<file path="src/pkg/bcs_pkg.sv">
// Purpose: shared constants and types for the byte-scan counter host controller
// Assumes: core_clk at 250 MHz (4 ns period)
// Notes: times are held in ns and converted to cycle counts here
package bcs_pkg;
    localparam int CLK_PERIOD_NS = 4;
    // pulse and settle times in ns
    localparam int LOAD_LOW_NS = 1000;      // least low time of scan-reset/load
    localparam int RIPPLE_NS = 4000;        // ripple settle after count edge
    localparam int LOAD_RECOVER_NS = 250;   // load high before next count edge
    localparam int SCAN_PULSE_NS = 500;     // least scan high and low width
    localparam int RESET_LOW_NS = 1000;     // least counter reset low time
    localparam int RESET_RECOVER_NS = 300;  // reset high before next count
    // least times round up
    localparam int LOAD_LOW_CYC = (LOAD_LOW_NS + CLK_PERIOD_NS - 1) / CLK_PERIOD_NS;
    localparam int RIPPLE_CYC = (RIPPLE_NS + CLK_PERIOD_NS - 1) / CLK_PERIOD_NS;
    localparam int LOAD_RECOVER_CYC = (LOAD_RECOVER_NS + CLK_PERIOD_NS - 1) / CLK_PERIOD_NS;
    localparam int SCAN_PULSE_CYC = (SCAN_PULSE_NS + CLK_PERIOD_NS - 1) / CLK_PERIOD_NS;
    localparam int RESET_LOW_CYC = (RESET_LOW_NS + CLK_PERIOD_NS - 1) / CLK_PERIOD_NS;
    localparam int RESET_RECOVER_CYC = (RESET_RECOVER_NS + CLK_PERIOD_NS - 1) / CLK_PERIOD_NS;
    localparam int TMR_W = 12;
    localparam int BYTES_PER_DEV = 4;       // scan states 1..4 carry data
    localparam int DEV_W = 3;               // cascade length field width
    localparam int FIFO_DEPTH = 16;
    localparam int BYTE_W = 8;
    localparam logic [31:0] COUNT_ZERO = 32'h0000_0000;

    // pins toward the counter chain
    typedef struct packed {
        logic count_pin;        // main count input, falling edge counts
        logic test_count_pin;   // upper-half test count input
        logic reset_n;          // counter reset, active low
        logic scan_rst_load_n;  // scan reset and latch load, active low
        logic scan;             // scan strobe
        logic enable_n;         // first device enable, active low
    } bcs_pins_t;

    typedef enum {
        ST_IDLE, ST_RST_LOW, ST_RST_REC, ST_LOAD_WAIT, ST_LOAD_LOW, ST_LOAD_REC,
        ST_SCAN_LOW, ST_SCAN_HIGH, ST_SCAN_FALL
    } bcs_state_t;

    typedef struct packed {
        bcs_state_t st;
        bcs_pins_t pins;
        logic [TMR_W-1:0] tmr;       // general wait counter
        logic [TMR_W-1:0] since_cnt; // cycles since last falling count edge
        logic [DEV_W+2:0] left;      // strobes still to issue
        logic [BYTE_W-1:0] data;     // last captured byte
        logic push;                  // byte waiting to enter fifo
        logic busy;
    } bcs_reg_t;
endpackage

</file>
<file path="src/hw/bcs_host.sv">
// Purpose: host controller that captures and reads a chain of byte-scan counters
// Assumes: counter pins driven by this block; byte bus sampled via two flops
// Notes: one capture reads num_dev devices, four bytes each, into the fifo
`timescale 1ns/1ps
// Contract
// - hold load low at least 1 us and until 4 us after count edge.
// - return load high at least 250 ns before next count edge or reset.
// - change enable only while the scan strobe is low.
// - chain-pass feeds next enable; strobe and load lines are shared.
module bcs_host import bcs_pkg::*; (
    input wire logic core_clk,                // system clock, 250 MHz
    input wire logic reset,                   // synchronous reset, active high
    input wire logic clear_req,               // pulse: clear the counters
    input wire logic capture_req,             // pulse: capture and read the chain
    input wire logic [DEV_W-1:0] num_dev,     // devices in cascade, 0..7
    input wire logic count_in,                // event source to count
    input wire logic test_count_in,           // test events for upper half
    output logic busy,                        // operation in progress
    output logic count_pin,                   // to device main count input
    output logic test_count_pin,              // to device test count input
    output logic reset_n_pin,                 // to device counter reset
    output logic scan_rst_load_n_pin,         // to device scan reset and load
    output logic scan_pin,                    // to device scan strobe
    output logic enable_n_pin,                // to first device enable
    input wire logic [BYTE_W-1:0] byte_bus_outputs, // shared readout bus
    output logic [BYTE_W-1:0] rd_data,        // captured byte, lsb first
    output logic rd_valid,                    // byte available
    input wire logic rd_ready                 // consumer takes byte
);
    bcs_reg_t s_r, s_nxt;
    logic [BYTE_W-1:0] bus_m_r, bus_s_r;
    logic fifo_in_ready;

    // two-flop synchroniser for the external byte bus
    always_ff @(posedge core_clk) begin
        bus_m_r <= byte_bus_outputs;
        bus_s_r <= bus_m_r;
    end

    function automatic logic [TMR_W-1:0] cyc(input int n);
        return TMR_W'(n);
    endfunction

    // main sequencer
    always_comb begin
        s_nxt = s_r;
        s_nxt.tmr = (s_r.tmr != '0) ? s_r.tmr - 1'b1 : s_r.tmr;
        // count pins follow the local sources; track falling count edges
        s_nxt.pins.count_pin = count_in;
        s_nxt.pins.test_count_pin = test_count_in;
        if (s_r.pins.count_pin && !count_in) begin
            s_nxt.since_cnt = '0;
        end else if (s_r.since_cnt != cyc(RIPPLE_CYC)) begin
            s_nxt.since_cnt = s_r.since_cnt + 1'b1;
        end
        if (s_r.push && fifo_in_ready) begin
            s_nxt.push = 1'b0;
        end
        case (s_r.st)
            ST_IDLE: begin
                s_nxt.busy = 1'b0;
                if (clear_req) begin
                    s_nxt.pins.reset_n = 1'b0;
                    s_nxt.tmr = cyc(RESET_LOW_CYC);
                    s_nxt.busy = 1'b1;
                    s_nxt.st = ST_RST_LOW;
                end else if (capture_req) begin
                    s_nxt.busy = 1'b1;
                    s_nxt.st = ST_LOAD_WAIT;
                end
            end
            ST_RST_LOW: begin
                if (s_r.tmr == '0) begin
                    s_nxt.pins.reset_n = 1'b1;
                    s_nxt.tmr = cyc(RESET_RECOVER_CYC);
                    s_nxt.st = ST_RST_REC;
                end
            end
            ST_RST_REC: begin
                if (s_r.tmr == '0) begin
                    s_nxt.st = ST_IDLE;
                end
            end
            ST_LOAD_WAIT: begin
                // strobe and enable go low on the same edge as the load pulse
                s_nxt.pins.scan = 1'b0;
                s_nxt.pins.enable_n = 1'b0;
                s_nxt.pins.scan_rst_load_n = 1'b0;
                s_nxt.tmr = cyc(LOAD_LOW_CYC);
                s_nxt.st = ST_LOAD_LOW;
            end
            ST_LOAD_LOW: begin
                // release only after the pulse width and ripple settle
                if (s_r.tmr == '0 && s_r.since_cnt == cyc(RIPPLE_CYC)) begin
                    s_nxt.pins.scan_rst_load_n = 1'b1;
                    s_nxt.tmr = cyc(LOAD_RECOVER_CYC);
                    s_nxt.st = ST_LOAD_REC;
                end
            end
            ST_LOAD_REC: begin
                // a count edge this close may spoil the snapshot; redo it
                if (s_r.pins.count_pin && !count_in) begin
                    s_nxt.st = ST_LOAD_WAIT;
                end else if (s_r.tmr == '0) begin
                    s_nxt.left = {1'b0, num_dev, 2'b00};
                    s_nxt.tmr = cyc(SCAN_PULSE_CYC);
                    s_nxt.st = ST_SCAN_LOW;
                end
            end
            ST_SCAN_LOW: begin
                // wait for fifo room so a byte is never dropped
                if (s_r.left == '0) begin
                    s_nxt.st = ST_IDLE;
                end else if (s_r.tmr == '0 && !s_r.push) begin
                    s_nxt.pins.scan = 1'b1;
                    s_nxt.tmr = cyc(SCAN_PULSE_CYC);
                    s_nxt.st = ST_SCAN_HIGH;
                end
            end
            ST_SCAN_HIGH: begin
                // bus settles well inside the high time; sample at its end
                if (s_r.tmr == '0) begin
                    s_nxt.data = bus_s_r;
                    s_nxt.push = 1'b1;
                    s_nxt.pins.scan = 1'b0;
                    s_nxt.tmr = cyc(SCAN_PULSE_CYC);
                    s_nxt.st = ST_SCAN_FALL;
                end
            end
            ST_SCAN_FALL: begin
                s_nxt.left = s_r.left - 1'b1;
                s_nxt.st = ST_SCAN_LOW;
            end
            default: begin
                s_nxt.st = ST_IDLE;
            end
        endcase
    end

    // state register
    always_ff @(posedge core_clk) begin
        if (reset) begin
            s_r.st <= ST_IDLE;
            s_r.pins <= '{count_pin: 1'b0, test_count_pin: 1'b0, reset_n: 1'b1,
                          scan_rst_load_n: 1'b1, scan: 1'b0, enable_n: 1'b1};
            s_r.tmr <= '0;
            s_r.since_cnt <= '0;
            s_r.left <= '0;
            s_r.data <= '0;
            s_r.push <= 1'b0;
            s_r.busy <= 1'b0;
        end else begin
            s_r <= s_nxt;
        end
    end

    assign busy = s_r.busy;
    assign count_pin = s_r.pins.count_pin;
    assign test_count_pin = s_r.pins.test_count_pin;
    assign reset_n_pin = s_r.pins.reset_n;
    assign scan_rst_load_n_pin = s_r.pins.scan_rst_load_n;
    assign scan_pin = s_r.pins.scan;
    assign enable_n_pin = s_r.pins.enable_n;

    bcs_fifo #(.WIDTH(BYTE_W), .DEPTH(FIFO_DEPTH)) u_fifo (
        .core_clk(core_clk),
        .reset(reset),
        .in_data(s_r.data),
        .in_valid(s_r.push),
        .in_ready(fifo_in_ready),
        .out_data(rd_data),
        .out_valid(rd_valid),
        .out_ready(rd_ready)
    );

    // load pulse is never shorter than the least width
    logic [TMR_W-1:0] low_run_r;
    always_ff @(posedge core_clk) begin
        if (reset || scan_rst_load_n_pin) begin
            low_run_r <= '0;
        end else if (low_run_r != {TMR_W{1'b1}}) begin
            low_run_r <= low_run_r + 1'b1;
        end
    end
    load_width_a: assert property (@(posedge core_clk) disable iff (reset)
        $rose(scan_rst_load_n_pin) |-> $past(low_run_r) >= cyc(LOAD_LOW_CYC - 1))
        else $error("load pulse shorter than least width");
    enable_quiet_a: assert property (@(posedge core_clk) disable iff (reset)
        $changed(enable_n_pin) |-> !scan_pin && !$past(scan_pin))
        else $error("enable changed while strobe high");
    scan_width_a: assert property (@(posedge core_clk) disable iff (reset)
        $rose(scan_pin) |=> scan_pin [*8])
        else $error("strobe high too short");
    reset_width_a: assert property (@(posedge core_clk) disable iff (reset)
        $fell(reset_n_pin) |=> !reset_n_pin [*8])
        else $error("counter reset too short");
    load_before_scan_a: assert property (@(posedge core_clk) disable iff (reset)
        $rose(scan_pin) |-> scan_rst_load_n_pin)
        else $error("strobe during load");
    push_hold_a: assert property (@(posedge core_clk) disable iff (reset)
        s_r.push && !fifo_in_ready |=> s_r.push && $stable(s_r.data))
        else $error("byte lost under back-pressure");
    ripple_wait_a: assert property (@(posedge core_clk) disable iff (reset)
        $rose(scan_rst_load_n_pin) |-> $past(s_r.since_cnt) == cyc(RIPPLE_CYC))
        else $error("load released before ripple settled");
    idle_pins_a: assert property (@(posedge core_clk) disable iff (reset)
        !busy && !$past(busy) |-> !scan_pin && scan_rst_load_n_pin)
        else $error("strobe or load active while idle");

    // strobe low run before each rise; a short low phase can miss a step
    logic [TMR_W-1:0] scan_low_r;
    always_ff @(posedge core_clk) begin
        if (reset || scan_pin) begin
            scan_low_r <= '0;
        end else if (scan_low_r != {TMR_W{1'b1}}) begin
            scan_low_r <= scan_low_r + 1'b1;
        end
    end
    scan_low_a: assert property (@(posedge core_clk) disable iff (reset)
        $rose(scan_pin) |-> $past(scan_low_r) >= cyc(SCAN_PULSE_CYC - 1))
        else $error("strobe low too short");
endmodule // bcs_host

</file>
<file path="src/hw/bcs_fifo.sv">
// Purpose: synchronous valid/ready fifo for captured bytes
// Assumes: single clock, synchronous active-high reset
// Notes: full and empty come straight from the occupancy count
`timescale 1ns/1ps
module bcs_fifo import bcs_pkg::*; #(
    parameter int WIDTH = 8,
    parameter int DEPTH = 16
) (
    input wire logic core_clk,            // system clock
    input wire logic reset,               // synchronous reset
    input wire logic [WIDTH-1:0] in_data, // write data
    input wire logic in_valid,            // write request
    output logic in_ready,                // space available
    output logic [WIDTH-1:0] out_data,    // read data
    output logic out_valid,               // data available
    input wire logic out_ready            // reader takes data
);
    localparam int AW = $clog2(DEPTH);
    logic [WIDTH-1:0] mem [DEPTH];
    typedef struct packed {
        logic [AW-1:0] wp;
        logic [AW-1:0] rp;
        logic [AW:0] cnt;
    } bcs_fifo_st_t;
    bcs_fifo_st_t s_r, s_nxt;
    logic wr, rd;

    // handshakes are combinational from the count
    assign in_ready = (s_r.cnt != (AW+1)'(DEPTH));
    assign out_valid = (s_r.cnt != '0);
    assign out_data = mem[s_r.rp];
    assign wr = in_valid && in_ready;
    assign rd = out_valid && out_ready;

    // pointer and count update
    always_comb begin
        s_nxt = s_r;
        if (wr) begin
            s_nxt.wp = s_r.wp + 1'b1;
        end
        if (rd) begin
            s_nxt.rp = s_r.rp + 1'b1;
        end
        s_nxt.cnt = s_r.cnt + (AW+1)'(wr) - (AW+1)'(rd);
    end

    // storage has no reset; only pointers and count need a defined value
    always_ff @(posedge core_clk) begin
        if (reset) begin
            s_r <= '0;
        end else begin
            s_r <= s_nxt;
        end
        if (wr) begin
            mem[s_r.wp] <= in_data;
        end
    end
endmodule // bcs_fifo

</file>
<file path="config.mk">
export PLATFORM = sky130hd
export DESIGN_NAME = bcs_host
export DESIGN_NICKNAME = d
export VERILOG_FILES = /design/src/pkg/bcs_pkg.sv /design/src/hw/bcs_host.sv /design/src/hw/bcs_fifo.sv
export SDC_FILE = /design/constraint.sdc
export NUM_CORES = 1
export LEC_CHECK = 0
export BUFFER_PORTS_ARGS = -buffer_cell sky130_fd_sc_hd__buf_2
export CORE_ASPECT_RATIO = 1.1
export CORE_MARGIN = 5
export CORE_UTILIZATION = 35
export DETAILED_ROUTE_END_ITERATION = 8
export SYNTH_ARGS = -nofsm -noshare
export SYNTH_HDL_FRONTEND = slang
export SYNTH_HIERARCHICAL = 1
export SYNTH_SLANG_ARGS = --single-unit
</file>
<file path="constraint.sdc">
create_clock -name core_clk -period 3.09 [get_ports core_clk]
set_input_delay 0.4635 -clock core_clk [delete_from_list [all_inputs] [get_ports core_clk]]
set_output_delay 0.4635 -clock core_clk [all_outputs]
set_load 0.03 [all_outputs]
</file>
Word-level counts from Yosys, hierarchy flattened
Memory sizes are Yosys's and may differ from the RTL's. A register that Yosys moved wholly into a read port is not among the register bits.
Index checks and enable logic that the tools add are counted.
- $add $sub $neg: 7
- equal/unequal tests: 23
- mux-type cells: 41
- reduce and logical (&&, ||, !) cells: 23
- operators with widths (operator ; number):
    32-bit two-way mux ; 10
    32-bit one-hot mux with 9 select lines ; 1
    32-bit by 3-bit equality test with 1-bit output, second input constant ; 4
    12-bit two-way mux ; 8
    12-bit one-hot mux with 7 select lines ; 1
    32-bit by 2-bit equality test with 1-bit output, second input constant ; 2
    32-bit by 1-bit equality test with 1-bit output, second input constant ; 1
    32-bit by 4-bit equality test with 1-bit output, second input constant ; 1
    32-bit zero test ; 1
    2-bit inequality test, second input constant ; 9
    1-bit two-way mux ; 13
    12-bit by 1-bit adder with 12-bit output, second input constant ; 1
    12-bit by 10-bit equality test with 1-bit output, second input constant ; 1
    12-bit zero test ; 1
    6-bit two-way mux ; 2
    12-bit by 10-bit inequality test with 1-bit output, second input constant ; 1
    6-bit one-hot mux with 2 select lines ; 1
    12-bit nonzero test ; 1
    12-bit by 1-bit subtractor with 12-bit output, second input constant ; 1
    3-bit inequality test, second input constant ; 3
    4-bit by 1-bit adder with 4-bit output, second input constant ; 2
    4-bit two-way mux ; 2
    7-bit AND reduction ; 1
    6-bit zero test ; 1
    15 further kinds ; 25
- flip-flop bits (word level): 107
- memory bits (writable): 128
- output and inout port bits: 16
- logic and storage cells: 113
- memories: 1
- memories (memory ; words ; bits a word ; rd ports ; clocked after Yosys merged registers in ; write ports ; RTL line ; text):
    u_fifo.mem ; 16 ; 8 ; 1 ; 1 ; 1 ; bcs_fifo.sv:19 ; logic [WIDTH-1:0] mem [DEPTH];

Logic depth before layout (Yosys ltp)
Gate-level depths: netlist of run 1.
- word-level depth: 5
- mapped depth: 15
- mapped depth without buffers: 14

Cells and area by module
The synthesis of run 1 kept the hierarchy.
- by module, submodules not included (module ; instances ; cells an instance ; area each (sq um) ; sequential area each (sq um)):
    bcs_fifo ; 1 ; 308 ; 5811.8 ; 4184.0
    bcs_host ; 1 ; 356 ; 2999.1 ; 1321.3

Least setup slack after synthesis of run 1
Ideal clock, no wire load.
- path type: register to register
- start: register u_fifo/s_r[3] (netlist bit)
- end: register u_fifo/s_r[4] (netlist bit)
- setup time: 117 ps
- arrival: 2601 ps
- required time: 2973 ps
- path slack: 372 ps
- stages on the path, launching flop included: 16
- path buffers: 1
- period minus slack after synthesis: 2718 ps
- cells stage by stage: dfxtp_1 > inv_1 > ha_1 > or4b_1 > clkbuf_2 > nand2_1 > inv_1 > ha_1 > inv_1 > ha_1 > inv_1 > fa_1 > nor2b_1 > o21bai_1 > a21oi_1 > nor3b_1
- elaborated cells between the ends (all ways): 6
- RTL lines (item ; RTL line ; text):
    from (decl) ; bcs_fifo.sv:25 ; bcs_fifo_st_t s_r, s_nxt;
    from (signal assigned) ; bcs_fifo.sv:52 ; s_r <= s_nxt;
    5-bit nonzero test ; bcs_fifo.sv:30 ; assign out_valid = (s_r.cnt != '0);
    net rd_valid ; bcs_host.sv:27 ; output logic rd_valid,
    1-bit logical AND ; bcs_fifo.sv:33 ; assign rd = out_valid && out_ready;
    5-bit by 1-bit subtractor with 5-bit output ; bcs_fifo.sv:44 ; s_nxt.cnt = s_r.cnt + (AW+1)'(wr) - (AW+1)'(rd);
The timed path passes the listed nets, and every way through them passes these cells.
A chain may end at the register's enable or synchronous reset.

==> results.md, run 1 <==
- Worst-path maximum fanout: 32
- Clock share of power: 35.2%
- Number of setup violations in the final report: 0
- Final Util: 40.5%
- Comb power frac: 24.2%
- Pint: 0.00567 W
- Vias in the first global route: 5,382
- Port bufs: 33
- H-tree Lvls: 1
- Core ar.: 0.0250 mm^2
- Switch share: 29.2%
- Initial DRC count: 376
- Die footprint: 0.0285 mm^2
- Final nets: 743
- IO Count: 34
- RR Endpoint: u_fifo/s_r[4]
- Tcrit/Tclk final: 90.3%
- Min-delay worst type: in -> reg
- Fillcell total: 2,317
- CP arrival: 2.33 ns
- Synth Register Bits: 211
- Unrepaired setup endpoints after global routing: no
- Buffers & Inverters on Critical Path: 2
- Area of the multi-input gates: 0.00301 mm^2
- Fmax: 358 MHz
- Antenna violations before repair: 0
- R2R depth: 14
- Post-Synthesis Cells: 664
- Commonest register cell after synthesis: edfxtp_1
- Row count: 61
- Clk sinks: 211
- Clock Latency Late Sink: 0.52 ns
- Total power: 0.00801 W
- Clock slew at reported path FFs: 0.06 ns
- Setup bufs post-CTS: 0
- Slowest CP cell: mux4_1
- CP Class: reg -> out
- All-Layer GR Usage: 12.7%
- CTS Buf Count: 23
- Post-synthesis sequential area ratio: 62.5%
- Final hold viol count: 0
- Setup TNS: 0 ns
- Cells along the critical path: buf_12 -> mux4_1 -> a22oi_1 -> nand2_1 -> buf_2
- Sequential power share: 40.6%
- Largest net degree at the start of global routing: 53
- Minimum clock period: 2.79 ns
- Peak supply drop: 481 uV
- Vias/cell: 5.16
- TritonRoute pass-1 iters: 5
- Share of layout cells above drive strength 1: 16.1%
- Reg2Reg Launch Point: u_fifo/s_r[3]
- Ys Warns: 6
- Initial Util: 35.2%
- R2R Setup Slk: 0.31 ns
- # hold bufs at CTS: 0
- Die W: 161 um
- Fraction of registers with async set/reset: 0%
- # diodes: 0
- DR WL/cell: 17.3 um
- First-pass GRT wire length: 28,800 um
- Setup Skew: 0.00682 ns
- Post-Syn Area: 0.00881 mm^2
- Vias: 5,368
- Worst slew margin: 45.4%
- Layout area overhead: 15.1%
- Netlist cell types: 66
- Power density cells: 790 mW/mm^2
- Final WL: 18,000 um
- CP Data Required Time: 2.63 ns
- Synth Net Count: 699
- Status: finished, final reports clean
- CTS root buf: clkbuf_16
- Max_cap viols: 0
- Post-DP HPWL: 11,600 um
- Net Switching: 0.00233 W
- Worst slew pin tran: 0.807 ns
- CP endpoint kind: output pin
- Max incr delay on CP: 0.63 ns
- Routability congestion estimate: 0.851
- Avg Inst Size Synth: 13.3 um^2
- Hold wc startpoint: byte_bus_outputs[1]
- Leak: 3.50 nW
- Hold path depth: 1
- GR Overflow Total: 0
- Post-route antenna net violation count: 0
- Startpoint types: flip-flop
- Hold endpoint: bus_m_r[1]
- Post-cts sizing count: 0
- Worst-case clock buffer depth: 3
- Pins Over Slew Limit: 0
- Die Span Y: 176 um
- CP top delay family: multiplexers
- EDFF count, synth: 128
- DRC Markers: 0
- CTS tree: built
- Register cell area after layout: 0.00551 mm^2
per-layer routing:
metal	track usage, %	share of wire [%]
met1	16.4	43
met5	0	0
met4	3.63	2.0
met2	22.2	50
met3	2.08	5.2
state kept, by name (all words and copies together) (netlist names), named ones only:
signal	flops
bus_m_r	8
bus_s_r	8
busy	1
count_pin	1
enable_n_pin	1
reset_n_pin	1
s_r	43
scan_pin	1
scan_rst_load_n_pin	1
test_count_pin	1
u_fifo/mem	128
u_fifo/s_r	13
area by class of cell:
cell class                      count  share of cell area (%)
Timing Repair Buffer               50                    3.14
Tap cell                          315                    3.89
Sequential cell                   211                    54.3
Inverter                           30                    1.14
Clock inverter                     15                    1.96
Multi-Input combinational cell    392                    29.7
Clock buffer                       27                    5.83
logic make-up after synthesis:
logic type               after synthesis  share of synthesized area (%)
XOR/XNOR                              22                           2.19
adder cells (fa/ha/maj)               17                           2.50
flip-flops                           211                           62.5
AND/OR/NAND/NOR                      206                           12.2
multiplexers                          35                           9.13
AO/OA/AOI/OAI                        112                           8.15
buffers and inverters                 61                           3.31
power by group through the flow:
stage	Combinational (W)	Sequential [W]	Clock, W
global placement	0.00193	0.00331	0
finish	0.00194	0.00326	0.00282
CTS	0.00195	0.00325	0.00290
floorplan	0.00152	0.00329	0
global route	0.00215	0.00328	0.00302
detailed placement	0.00194	0.00331	0
stage by stage:
step	instances	hold WS [ns]	setup WS [ns]	cell area, um^2
floorplan	664	0.310	0.372	8810
global placement	998	0.312	0.382	9350
detailed placement	998	0.312	0.298	9350
CTS	1040	0.0298	0.221	10100
global route	1040	0.0263	0.0367	10100
finish	1040	0.0491	0.300	10100
placed cells by master, fill, tap and decap left out, types with 6 or more instances in the layout:
cell,count
inv_1,28
a22oi_1,17
or3_1,6
nor3_1,13
nand2_1,47
dfxtp_1,82
o21ai_0,13
nor2b_1,9
mux4_1,14
nor2_1,50
xor2_1,17
nand3_1,19
nand2b_1,10
clkbuf_16,23
edfxtp_1,128
and2_1,10
a21oi_1,44
a31oi_1,6
buf_4,15
buf_2,33
ha_1,16
mux4_2,18
nor4_1,10
Yosys cell counts, types with 6 or more instances:
cell type,n,area [um^2]
nand3_1,19,95.1
a31oi_1,6,37.5
nand2b_1,10,62.6
a22oi_1,17,128
clkbuf_1,17,63.8
mux4_1,14,368
nor3_1,13,65.1
a21oi_1,44,220
nor2_1,50,188
edfxtp_1,128,3840
and2_1,10,62.6
o21ai_0,13,65.1
ha_1,16,200
nor4_1,10,62.6
xor2_1,17,149
inv_1,28,105
mux4_2,18,405
dfxtp_1,83,1660
or3_1,6,37.5
nand2_1,47,176
nor2b_1,9,56.3
worst max path at each step:
stage	from	cells after the start	slack, ns	end
6_report	flip-flop	5	0.30	rd_data[2]
5_1_grt	u_fifo/s_r[3]	14	0.04	u_fifo/s_r[4]
4_1_cts	flip-flop	5	0.22	rd_data[1]
3_5_place_dp	u_fifo/s_r[3]	14	0.30	u_fifo/s_r[4]
3_3_place_gp	u_fifo/s_r[3]	14	0.38	u_fifo/s_r[4]
2_1_floorplan	u_fifo/s_r[3]	15	0.37	u_fifo/s_r[4]
Note: power is estimated with default switching activity, not from simulation.
==> inputs of run 2 (changes only) <==
==> constraint.sdc (replaced) <==
create_clock -name core_clk -period 3.09 [get_ports core_clk]
set_input_delay 0 -clock core_clk [delete_from_list [all_inputs] [get_ports core_clk]]
set_output_delay 0 -clock core_clk [all_outputs]
set_load 0.03 [all_outputs]
==> run 2 against run 1 <==
First-iteration DRC count is 4.8% lower. Worst setup slack better by 0.0069 ns. Clock skew is 0.011 ns higher. Critical path depth is 9 higher. Design area is 2.4% higher. Via count is 1.8% higher. Clock power is 6% higher. Maximum frequency is 0.25% higher. Total power is 2.4% higher. Largest cell class unchanged.
==> results.md, run 2 (synthesis results as in run 1) <==
- Peak supply drop: 484 uV
- Unrepaired setup endpoints after global routing: no
- Wire length on met1: 7850 um
- Setup Skew: 0.0182 ns
- CP endpoint kind: flip-flop
- Worst-path maximum fanout: 5
- Worst-case clock buffer depth: 3
- Sequential power share: 39.6%
- DR WL/cell: 17.1 um
- Min-delay worst type: in -> reg
- Commonest non-fill, non-tap cell in the layout: edfxtp_1
- Die footprint: 0.0285 mm^2
- CTS root buf: clkbuf_16
- Max incr delay on CP: 0.52 ns
- Switch share: 28.4%
- Worst slew margin: 40.7%
- CP arrival: 3.16 ns
- Number of setup violations in the final report: 0
- IO Count: 34
- CP Class: reg -> reg
- Pint: 0.00587 W
- Post-cts sizing count: 0
- Core ar.: 0.0250 mm^2
- Slowest CP cell: or4b_1
- Most frequent cells in the layout: edfxtp_1, dfxtp_1, nor2_1
- First-pass GRT wire length: 29,200 um
- Clock Latency Late Sink: 0.52 ns
- Met2 WL: 8930 um
- Most frequent CP cell: inv_1
- Pins Over Slew Limit: 0
- Power density cells: 790 mW/mm^2
- DRC Markers: 0
- Leak: 3.61 nW
- H-tree Lvls: 1
- Layout area overhead: 17.8%
- Post-DP HPWL: 11,900 um
- # diodes: 0
- Cells along the critical path: inv_1 -> ha_1 -> or4b_1 -> nand2_1 -> inv_1 -> ha_1 -> inv_1 -> ha_1 -> inv_1 -> fa_1 -> nor2b_1 -> o21bai_1 -> a21oi_1 -> nor3b_1
- Tcrit/Tclk final: 90.1%
- CP Data Required Time: 3.47 ns
- Minimum clock period: 2.78 ns
- Die W: 161 um
- Max_cap viols: 0
- CP top delay family: adder cells
- Largest net degree at the start of global routing: 38
- Met3 wire length: 888 um
- Status: finished, final reports clean
- Vias: 5,466
- Vias in the first global route: 5,299
- GR Overflow Total: 0
- Antenna violations before repair: 0
- Comb power frac: 23.9%
- Share of layout cells above drive strength 1: 16.0%
- Startpoint types: flip-flop
- Vias/cell: 5.16
- Port bufs: 33
- Die Span Y: 176 um
- Routability congestion estimate: 0.845
- Uppermost layer routed: met4
- Top flop regs: u_fifo/mem x128, s_r x43, u_fifo/s_r x13
- Largest Register: u_fifo/mem
- Fillcell total: 2,325
- Total power: 0.00820 W
- Buffers & Inverters on Critical Path: 4
- Net Switching: 0.00233 W
- Largest register FFs: 128
- Final nets: 762
- Row count: 61
- Clock share of power: 36.5%
- Clk sinks: 211
- Final hold viol count: 0
- Worst slew pin tran: 0.886 ns
- TritonRoute pass-1 iters: 5
- Fmax: 359 MHz
- All-Layer GR Usage: 12.7%
- Setup TNS: 0 ns
- Post-route antenna net violation count: 0
- Initial Util: 35.2%
- Initial DRC count: 358
- CTS tree: built
- Final WL: 18,100 um
- Clock slew at reported path FFs: 0.06 ns
- CTS Buf Count: 23
## run 2: cell count changes in the layout (fill, tap and decap cells not counted), moves of 2 or more
cell           delta
clkinv_1          -2
clkbuf_8          +2
dlygate4sd3_1    +20
clkinv_4          -2
## run 2: timing repair
action	CTS	global route
hold buffers	20	0
endpoints found under the hold margin	33	0
buffers inserted	0	0
## run 2: cell type report
cell class,instances,area (um^2),share of cell area (%)
well taps,315,394,3.80
clock inverters,13,211,2.04
inverters,30,115,1.11
flip-flops and latches,211,5510,53.1
multi-input cells,392,3010,29.0
clock buffers,29,639,6.16
repair buffers,69,498,4.80
## run 2: worst paths after layout
path | startpoint | endpoint | slack, ns | cells past startpoint
max | u_fifo/s_r[2] | u_fifo/s_r[4] | 0.31 | 14
min | byte_bus_outputs[5] | bus_m_r[5] | 0.13 | 2
min reg2reg | bus_m_r[0] | bus_s_r[0] | 0.32 | 0
max reg2reg | u_fifo/s_r[2] | u_fifo/s_r[4] | 0.31 | 14
## run 2: per-stage QoR
| step | instance area [um^2] | hold WS [ns] | util (%) | setup slack [ns] | instances |
|---|---|---|---|---|---|
| 2_1_floorplan | 8810 | 0.0277 | - | 0.372 | 664 |
| 3_3_place_gp | 9330 | 0.102 | 37.3 | 0.395 | 997 |
| 3_5_place_dp | 9330 | 0.104 | 37.3 | 0.324 | 997 |
| 4_1_cts | 10400 | 0.105 | 41.5 | 0.304 | 1059 |
| 5_1_grt | 10400 | 0.120 | 41.5 | 0.0359 | 1059 |
| 6_report | 10400 | 0.125 | 41.5 | 0.307 | 1059 |
## run 2: power groups by stage
stage / Combinational [W] / Sequential (W) / Clock, W
after floorplan: 0.00152 / 0.00329 / 0
after global placement: 0.00193 / 0.00330 / 0
after detailed placement: 0.00194 / 0.00331 / 0
after CTS: 0.00197 / 0.00325 / 0.00307
after global routing: 0.00217 / 0.00327 / 0.00318
final: 0.00196 / 0.00325 / 0.00299
## run 2: per-layer routing
layer	up-vias	GRT usage [%]
li1	2625	-
met1	2647	17.1
met2	161	21.7
met3	33	2.03
met4	0	3.20
met5	-	0
